[src/verilog/prog_entry_pkg.sv]
/*
  Shared constants and carrier types for the serial programming entry block.
  Assumes a 100 MHz core clock and a programmer-driven link clock far slower.
*/
package prog_entry_pkg;

  // ****************************************
  // key and link figures
  // ****************************************
  localparam int KEY_BITS = 32;
  localparam logic [31:0] KEY_RESET = 32'h00000000;
  localparam int FIFO_WIDTH = 8;
  localparam int FIFO_DEPTH = 4;
  localparam logic [5:0] COUNT_RESET = 6'h00;

  // ****************************************
  // entry states, one-hot
  // ****************************************
  typedef enum logic [3:0] {
    st_run = 4'h1,
    st_shift = 4'h2,
    st_lv_prog = 4'h4,
    st_hv_prog = 4'h8
  } entry_state_t;

  // pins as sampled by the core clock
  typedef struct packed {
    logic serial_clock;
    logic serial_data;
    logic reset_pin_low;
    logic high_voltage;
  } pin_sample_t;

  // one received programming byte
  typedef struct packed {
    logic [7:0] data;
    logic from_hv;
  } prog_byte_t;

endpackage : prog_entry_pkg

[src/verilog/byte_fifo.sv]
/*
  Small synchronous FIFO with valid/ready on both sides.
  Assumes one clock and a synchronous active-high reset.
*/
`timescale 1ns/1ns
module byte_fifo #(
  parameter int WIDTH = 8,
  parameter int DEPTH = 4
) (
  // clock and reset
  input wire logic clock,
  input wire logic reset,
  // fill side
  input wire logic in_valid,
  output logic in_ready,
  input wire logic [WIDTH-1:0] in_data,
  // drain side
  output logic out_valid,
  input wire logic out_ready,
  output logic [WIDTH-1:0] out_data
);

  localparam int AW = $clog2(DEPTH);

  logic [WIDTH-1:0] mem [DEPTH];
  logic [AW:0] wr_ptr;
  logic [AW:0] rd_ptr;
  logic [AW:0] fill;
  wire push = in_valid && in_ready;
  wire pop = out_valid && out_ready;

  // full and empty come from the occupancy count
  assign fill = wr_ptr - rd_ptr;
  assign in_ready = (fill != (AW+1)'(DEPTH));
  assign out_valid = (fill != '0);
  assign out_data = mem[rd_ptr[AW-1:0]];

  // pointers
  always_ff @(posedge clock)
  begin
    if (reset)
    begin
      wr_ptr <= '0;
      rd_ptr <= '0;
    end
    else
    begin
      if (push)
        wr_ptr <= wr_ptr + 1'b1;
      if (pop)
        rd_ptr <= rd_ptr + 1'b1;
    end
  end

  // storage, no reset needed on data
  always_ff @(posedge clock)
  begin
    if (push)
      mem[wr_ptr[AW-1:0]] <= in_data;
  end

endmodule : byte_fifo

[src/verilog/serial_programming_entry.sv]
/*
  Entry logic for the in-circuit serial programming port: high-voltage and
  key-sequence entry into program/verify mode, and a byte receiver for the
  programming link. Assumes all pins are asynchronous to clock and that the
  link clock is much slower than the core clock.
*/
// Function
// - The serial clock is only an input and the serial data pin is two-way.
// - Programming data is taken only over the serial link during program/verify mode.
// - Key entry works only while the low-voltage enable bit is 1.
// - Clearing the low-voltage enable bit is accepted only in a high-voltage session.
// - After the key the mode holds only while reset stays low.
// - A set low-voltage enable bit forces the reset-pin function on.
`timescale 1ns/1ns
module serial_programming_entry (
  // clock and reset
  input wire logic clock,
  input wire logic reset,
  // programming pins
  input wire logic prog_serial_clock,
  input wire logic prog_serial_data_in,
  output logic prog_serial_data_out,
  output logic prog_serial_data_oe,
  input wire logic master_clear_reset_pin,
  input wire logic high_programming_voltage_level,
  // configuration
  input wire logic low_voltage_prog_enable,
  input wire logic reset_pin_function_cfg,
  input wire logic [31:0] expected_key,
  // core side
  output logic reset_pin_function,
  output logic program_verify_mode,
  output logic hv_session,
  output logic clear_lv_enable_ok,
  output logic rx_valid,
  input wire logic rx_ready,
  output prog_entry_pkg::prog_byte_t rx_byte,
  input wire logic tx_bit_valid,
  input wire logic tx_bit
);
  import prog_entry_pkg::*;

  // ****************************************
  // pin synchronisers
  // ****************************************
  pin_sample_t sync_a;
  pin_sample_t sync_b;
  logic clock_prev;

  // two stages per pin; only sync_b is read
  always_ff @(posedge clock)
  begin
    if (reset)
    begin
      sync_a <= '0;
      sync_b <= '0;
    end
    else
    begin
      sync_a <= '{prog_serial_clock, prog_serial_data_in, ~master_clear_reset_pin,
                  high_programming_voltage_level};
      sync_b <= sync_a;
    end
  end

  // rising and falling edges of the link clock as seen by the core clock
  always_ff @(posedge clock)
  begin
    if (reset)
      clock_prev <= 1'b0;
    else
      clock_prev <= sync_b.serial_clock;
  end

  wire link_rise = sync_b.serial_clock && !clock_prev;
  wire link_fall = !sync_b.serial_clock && clock_prev;

  // ****************************************
  // entry state machine
  // ****************************************
  entry_state_t state;
  entry_state_t next_state;
  logic [31:0] key_shift;
  logic [5:0] key_count;

  wire hv_entry = sync_b.high_voltage && !sync_b.serial_clock && !sync_b.serial_data;
  wire key_full = (key_count == 6'(KEY_BITS));
  wire key_match = (key_shift == expected_key);
  wire in_prog = (state == st_lv_prog) || (state == st_hv_prog);

  // next state decode
  always_comb
  begin
    next_state = state;
    case (state)
      st_run:
        if (hv_entry)
          next_state = st_hv_prog;
        else if (low_voltage_prog_enable && sync_b.reset_pin_low)
          next_state = st_shift;
      st_shift:
        if (hv_entry)
          next_state = st_hv_prog;
        else if (!sync_b.reset_pin_low || !low_voltage_prog_enable)
          next_state = st_run;
        else if (key_full)
          next_state = key_match ? st_lv_prog : st_run;
      st_lv_prog:
        if (!sync_b.reset_pin_low)
          next_state = st_run;
      st_hv_prog:
        if (!sync_b.high_voltage)
          next_state = st_run;
      default:
        next_state = st_run;
    endcase
  end

  always_ff @(posedge clock)
  begin
    if (reset)
      state <= st_run;
    else
      state <= next_state;
  end

  // key shifter cleared while reset pin is high
  always_ff @(posedge clock)
  begin
    if (reset || !sync_b.reset_pin_low || state != st_shift)
    begin
      key_shift <= KEY_RESET;
      key_count <= COUNT_RESET;
    end
    else if (link_rise && !key_full)
    begin
      // msb first shift on rising link clock
      key_shift <= {key_shift[30:0], sync_b.serial_data};
      key_count <= key_count + 6'h01;
    end
  end

  // ****************************************
  // programming byte receiver
  // ****************************************
  logic [7:0] rx_shift;
  logic [3:0] rx_count;
  logic push_valid;
  logic fifo_in_ready;
  prog_byte_t push_byte;
  prog_byte_t fifo_out;
  logic fifo_out_valid;
  logic pop;

  // data only collected in program/verify mode
  always_ff @(posedge clock)
  begin
    if (reset || !in_prog)
    begin
      rx_shift <= 8'h00;
      rx_count <= 4'h0;
      push_valid <= 1'b0;
      push_byte <= '0;
    end
    else
    begin
      if (push_valid && fifo_in_ready)
        push_valid <= 1'b0;
      // stall: hold the link bit count at 8 while the previous byte still waits to enter the fifo
      if (link_rise && rx_count != 4'h8)
      begin
        rx_shift <= {rx_shift[6:0], sync_b.serial_data};
        rx_count <= rx_count + 4'h1;
      end
      else if (rx_count == 4'h8 && !push_valid)
      begin
        push_byte <= '{rx_shift, state == st_hv_prog};
        push_valid <= 1'b1;
        rx_count <= 4'h0;
      end
    end
  end

  byte_fifo #(
    .WIDTH(FIFO_WIDTH + 1),
    .DEPTH(FIFO_DEPTH)
  ) u_fifo (
    .clock(clock),
    .reset(reset || !in_prog),
    .in_valid(push_valid),
    .in_ready(fifo_in_ready),
    .in_data(push_byte),
    .out_valid(fifo_out_valid),
    .out_ready(pop),
    .out_data(fifo_out)
  );

  // registered output stage: load when empty or being taken
  assign pop = fifo_out_valid && (!rx_valid || rx_ready);

  always_ff @(posedge clock)
  begin
    if (reset || !in_prog)
    begin
      rx_valid <= 1'b0;
      rx_byte <= '0;
    end
    else if (pop)
    begin
      rx_valid <= 1'b1;
      rx_byte <= fifo_out;
    end
    else if (rx_ready)
      rx_valid <= 1'b0;
  end

  // ****************************************
  // data pin drive and status outputs
  // ****************************************
  // data pin driven back only on falling link clock in prog mode
  always_ff @(posedge clock)
  begin
    if (reset || !in_prog)
    begin
      prog_serial_data_out <= 1'b0;
      prog_serial_data_oe <= 1'b0;
    end
    else if (link_fall)
    begin
      prog_serial_data_out <= tx_bit;
      prog_serial_data_oe <= tx_bit_valid;
    end
  end

  always_ff @(posedge clock)
  begin
    if (reset)
    begin
      reset_pin_function <= 1'b1;
      program_verify_mode <= 1'b0;
      hv_session <= 1'b0;
      clear_lv_enable_ok <= 1'b0;
    end
    else
    begin
      // enable bit forces reset pin on
      reset_pin_function <= low_voltage_prog_enable || reset_pin_function_cfg;
      program_verify_mode <= (next_state == st_lv_prog) || (next_state == st_hv_prog);
      hv_session <= (next_state == st_hv_prog);
      // clearing enable bit only in high-voltage session
      clear_lv_enable_ok <= (next_state == st_hv_prog);
    end
  end

  // ****************************************
  // checks
  // ****************************************
  a_lv_gate_off: assert property (@(posedge clock) disable iff (reset)
    (state == st_run && !low_voltage_prog_enable && !hv_entry) |=> state == st_run)
    else $error("key path entered with enable bit clear");
  a_reset_func_on: assert property (@(posedge clock) disable iff (reset)
    low_voltage_prog_enable |=> reset_pin_function)
    else $error("reset pin function not forced");
  a_clear_hv_only: assert property (@(posedge clock) disable iff (reset)
    clear_lv_enable_ok |-> $past(state) == st_hv_prog || state == st_hv_prog)
    else $error("enable clear allowed outside high-voltage session");
  a_lv_hold_low: assert property (@(posedge clock) disable iff (reset)
    (state == st_lv_prog && !sync_b.reset_pin_low) |=> !in_prog)
    else $error("low-voltage mode kept after reset release");
  a_key_mismatch: assert property (@(posedge clock) disable iff (reset)
    (state == st_shift && key_full && !key_match && !hv_entry) |=> state == st_run)
    else $error("entry despite key mismatch");
  a_key_clear: assert property (@(posedge clock) disable iff (reset)
    !sync_b.reset_pin_low |=> key_count == COUNT_RESET)
    else $error("key count not cleared");
  a_rx_prog_only: assert property (@(posedge clock) disable iff (reset)
    rx_valid |-> $past(in_prog))
    else $error("byte delivered outside programming mode");
  a_oe_prog_only: assert property (@(posedge clock) disable iff (reset)
    prog_serial_data_oe |-> $past(in_prog))
    else $error("data pin driven outside programming mode");
  a_mode_flag: assert property (@(posedge clock) disable iff (reset)
    program_verify_mode == in_prog)
    else $error("mode output disagrees with state");

  c_lv_entry: cover property (@(posedge clock) state == st_shift ##1 state == st_lv_prog);
  c_hv_entry: cover property (@(posedge clock) state == st_run ##1 state == st_hv_prog);
  c_abandon: cover property (@(posedge clock) state == st_shift ##1 state == st_run);
  c_byte_out: cover property (@(posedge clock) rx_valid && rx_ready);

endmodule : serial_programming_entry
[config.mk]
export PLATFORM = sky130hd
export DESIGN_NAME = serial_programming_entry
export DESIGN_NICKNAME = d
export VERILOG_FILES = /design/src/verilog/prog_entry_pkg.sv /design/src/verilog/byte_fifo.sv /design/src/verilog/serial_programming_entry.sv
export SDC_FILE = /design/constraint.sdc
export NUM_CORES = 1
export LEC_CHECK = 0
export ABC_AREA = 1
export BUFFER_PORTS_ARGS = -buffer_cell sky130_fd_sc_hd__buf_2
export CAP_MARGIN = 25
export CORE_MARGIN = 1.5
export CORE_UTILIZATION = 52
export CTS_BUF_LIST = sky130_fd_sc_hd__clkbuf_8
export DETAILED_ROUTE_END_ITERATION = 7
export PLACE_DENSITY = 0.74
export RECOVER_POWER = 50
export SLEW_MARGIN = 40
export SYNTH_ARGS = -nofsm -noshare
export SYNTH_HDL_FRONTEND = slang
export SYNTH_HIERARCHICAL = 1
export SYNTH_SLANG_ARGS = --single-unit
[constraint.sdc]
create_clock -name clock -period 3.73 [get_ports clock]
set_input_delay 0.1865 -clock clock [delete_from_list [all_inputs] [get_ports clock]]
set_output_delay 0.1865 -clock clock [all_outputs]
set_load 0.02 [all_outputs]
==> results.sh <==
export IMPL_critPathMaxStageDelay_ps=520
export IMPL_track_usage=0.202
export IMPL_cp_arrival_ps=2810
export IMPL_io_buffers=58
export IMPL_dr_pass1_iters=4
export IMPL_chipHeight_um=106
export IMPL_cap_violations=0
export IMPL_power_density_nw_per_um2=447
export IMPL_grt_max_degree=38
export IMPL_slew_violations=0
export IMPL_finalWorstSetupSlack_ps=1260
export IMPL_cp_depth=7
export IMPL_mappedNetlistArea_um2=5530
export IMPL_clock_sinks=132
export IMPL_rsz0062_at_grt="no"
export IMPL_yosysUniqueCellTypes=31
export IMPL_critPathLaunch="state[3]$_SDFF_PP0_"
export IMPL_tritoncts="yes"
export IMPL_pin_count=59
export IMPL_critPathMaxFanout=22
export IMPL_finalPower_mw=2.83
export IMPL_crit_path_frequent_cell="clkinv_1"
export IMPL_max_slew_margin=0.367
export IMPL_met2_length_um=5180
export IMPL_hold_viol=0
export IMPL_wl_met3_um=462
export IMPL_clock_skew_ps=8.24
export IMPL_critPathLaunchType="register"
export IMPL_synthTopCellsByArea="dfxtp_1 (35%), edfxtp_1 (20%), nand2_1 (10%), a21oi_1 (6.6%), inv_1 (4.6%)"
export IMPL_grt_pass1_vias=4140
export IMPL_cts_htree_levels=4
export IMPL_cp_end_kind="register"
export IMPL_diodes=0
export IMPL_dieWidth_um=106
export IMPL_stdcell_count=866
export IMPL_cp_slowest_cell="nor3_4"
export IMPL_finalWirelength_um=10600
export IMPL_synthesis_nets=707
export IMPL_fin_crit_ps=2470
export IMPL_drive_gt1_frac=0.119
export IMPL_tightest_slew_ps=947
export IMPL_wire_per_inst_um=12.2
export IMPL_hpwl_um=7230
export IMPL_antenna_found_initial=0
export IMPL_drtIter0Drc=205
export IMPL_postLayoutCellArea_um2=6330
export IMPL_gp_congestion=0.854
export IMPL_fin_util=0.613
export IMPL_start_util=0.536
export IMPL_grt_pass1_wl_um=18000
export IMPL_hold_path_class="input port to register"
export IMPL_layout_worst_path_cycle_share=0.662
export IMPL_top_layer="met4"
export IMPL_dp_slack_ps=1450
export IMPL_via_per_inst=5.03
export IMPL_mostFrequentLayoutCells="nand2_1 (148), dfxtp_1 (96), a21oi_1 (73)"
export IMPL_drc=0
export IMPL_final_nets=771
export IMPL_rr_worst_depth=7
export IMPL_dp_cells=828
export IMPL_syn_inst=653
export IMPL_root_buffer="clkbuf_8"
export IMPL_postSynthAreaPerCell_um2=8.47
export IMPL_synth_top_area_cell="dfxtp_1"
export IMPL_numCtsBuffers=17
export IMPL_max_clock_path_buffers=2
export IMPL_peakVddDrop_mv=0.228
export IMPL_placed_cell_area_um2=5890
export IMPL_via_count=4359
export IMPL_setup_tns_ps=0
export IMPL_leakagePower_nw=2.29
export IMPL_area_growth_pct=14.4
export IMPL_r2r_start="state[3]$_SDFF_PP0_"
export IMPL_ys_ff_latch=132
export IMPL_r2r_end="key_shift[21]$_SDFFE_PP0P_"
export IMPL_layout_commonest_cell="nand2_1"
export IMPL_grt_overflow=0
export IMPL_yosys_warnings=6
export IMPL_setup_viol=0
export IMPL_path_clk_slew_ps=70
export IMPL_hold_slack_ps=34.3
export IMPL_yosysSeqAreaShare=0.543
export IMPL_clock_latency_ps=430
export IMPL_coreArea_um2=10300
export IMPL_fmax_ghz=0.405
export IMPL_crit_type="register to register"
export IMPL_path_buf_inv=3
export IMPL_wl_met1_um=4800
export IMPL_postCtsSetupRepairBufs=0
export IMPL_cp_top_family="simple AND/OR/NAND/NOR gates"
export IMPL_outcome="completed"
export IMPL_rrSetupSlack_ps=1260
export IMPL_required_ps=4070
export IMPL_synth_top_cell_area_share=0.348
export IMPL_rows=37
export IMPL_cp_cell_sequence="nor2_1 -> clkinv_1 -> nor3_1 -> clkinv_1 -> nor3_4 -> inv_2 -> a211oi_1"
export IMPL_die_area_um2=11300
export IMPL_ant_nets=0
export IMPL_critPathCapture="key_shift[21]$_SDFFE_PP0P_"
layer usage:
metal / GRT usage / vias up
li1: - / 2246
met1: 0.241 / 1999
met2: 0.341 / 101
met3: 0.0601 / 13
met4: 0.0830 / 0
met5: 0 / -
state kept, by name, indices dropped and copies added (netlist names), 6 cells and up, named ones only:
| register | cells |
|---|---|
| u_fifo/mem | 36 |
| push_byte | 9 |
| rx_byte | 9 |
| rx_shift | 8 |
| key_count | 6 |
| key_shift | 32 |
cell usage after synthesis:
cell	count
inv_1	68
nand3b_1	1
a21oi_2	1
o21ai_0	49
o21ai_1	4
nor2_1	68
nand2_2	6
buf_6	3
o21ba_2	1
ha_1	11
a21oi_1	73
nor2_2	2
nand3_1	12
xnor2_1	26
nand2_1	147
buf_2	11
nand4_1	2
inv_2	6
nor3_4	2
buf_4	1
a211oi_1	4
clkinv_1	1
nand3_2	1
a31oi_1	1
nor3_1	3
dfxtp_1	96
edfxtp_1	36
o22ai_1	9
nor4_1	1
clkbuf_1	5
nand2_4	2
worst min-delay path by stage:
stage          slack [ps]                    from  cells after the start                                 to
2_1_floorplan         250  master_clear_reset_pin                      1               sync_a[1]$_SDFF_PP0_
3_3_place_gp          340  master_clear_reset_pin                      2               sync_a[1]$_SDFF_PP0_
3_5_place_dp          340  master_clear_reset_pin                      2               sync_a[1]$_SDFF_PP0_
4_1_cts                10            tx_bit_valid                      3   prog_serial_data_oe$_SDFFE_PP0P_
5_1_grt                30                  tx_bit                      3  prog_serial_data_out$_SDFFE_PP0P_
6_report               30                rx_ready                      4              rx_valid$_SDFFE_PP0P_
layout make-up:
type | instances | area, µm²
clock buffers | 17 | 234
clock inverters | 15 | 188
fillers | 868 | 4000
inverters | 75 | 282
multi-input cells | 426 | 2110
flip-flops and latches | 132 | 3000
well taps | 136 | 170
repair buffers | 65 | 338
timing repair:
item	CTS	global route
gates resized for setup	0	0
hold endpoints to repair	5	0
hold buffers	6	0
cell families (layout without fill, tap and decap cells):
family / count (synthesis) / in the layout / synth area share
xor gates and xnor gates: 26 / 26 / 0.0412
and+or+nand+nor: 247 / 247 / 0.185
AOI/OAI and AO/OA: 142 / 142 / 0.134
DFF: 132 / 132 / 0.543
adders and majority gates: 11 / 11 / 0.0249
buffers and inverters: 95 / 172 / 0.0717
where the power goes:
group / switching [mW] / total (mW) / internal, mW / leakage [nW]
logic: 0.0526 / 0.0953 / 0.0427 / 1.06
registers: 0.00451 / 1.47 / 1.47 / 1.02
clock network: 0.541 / 1.26 / 0.719 / 0.200
total: 0.598 / 2.83 / 2.23 / 2.29
worst reg2reg max path: stages (launching register included):
cell	delay, ps
dfxtp_1	340
nor2_1	180
clkinv_1	90
nor3_1	450
clkinv_1	230
nor3_4	520
inv_2	320
a211oi_1	240
Note: power is estimated with default switching activity, not from simulation.
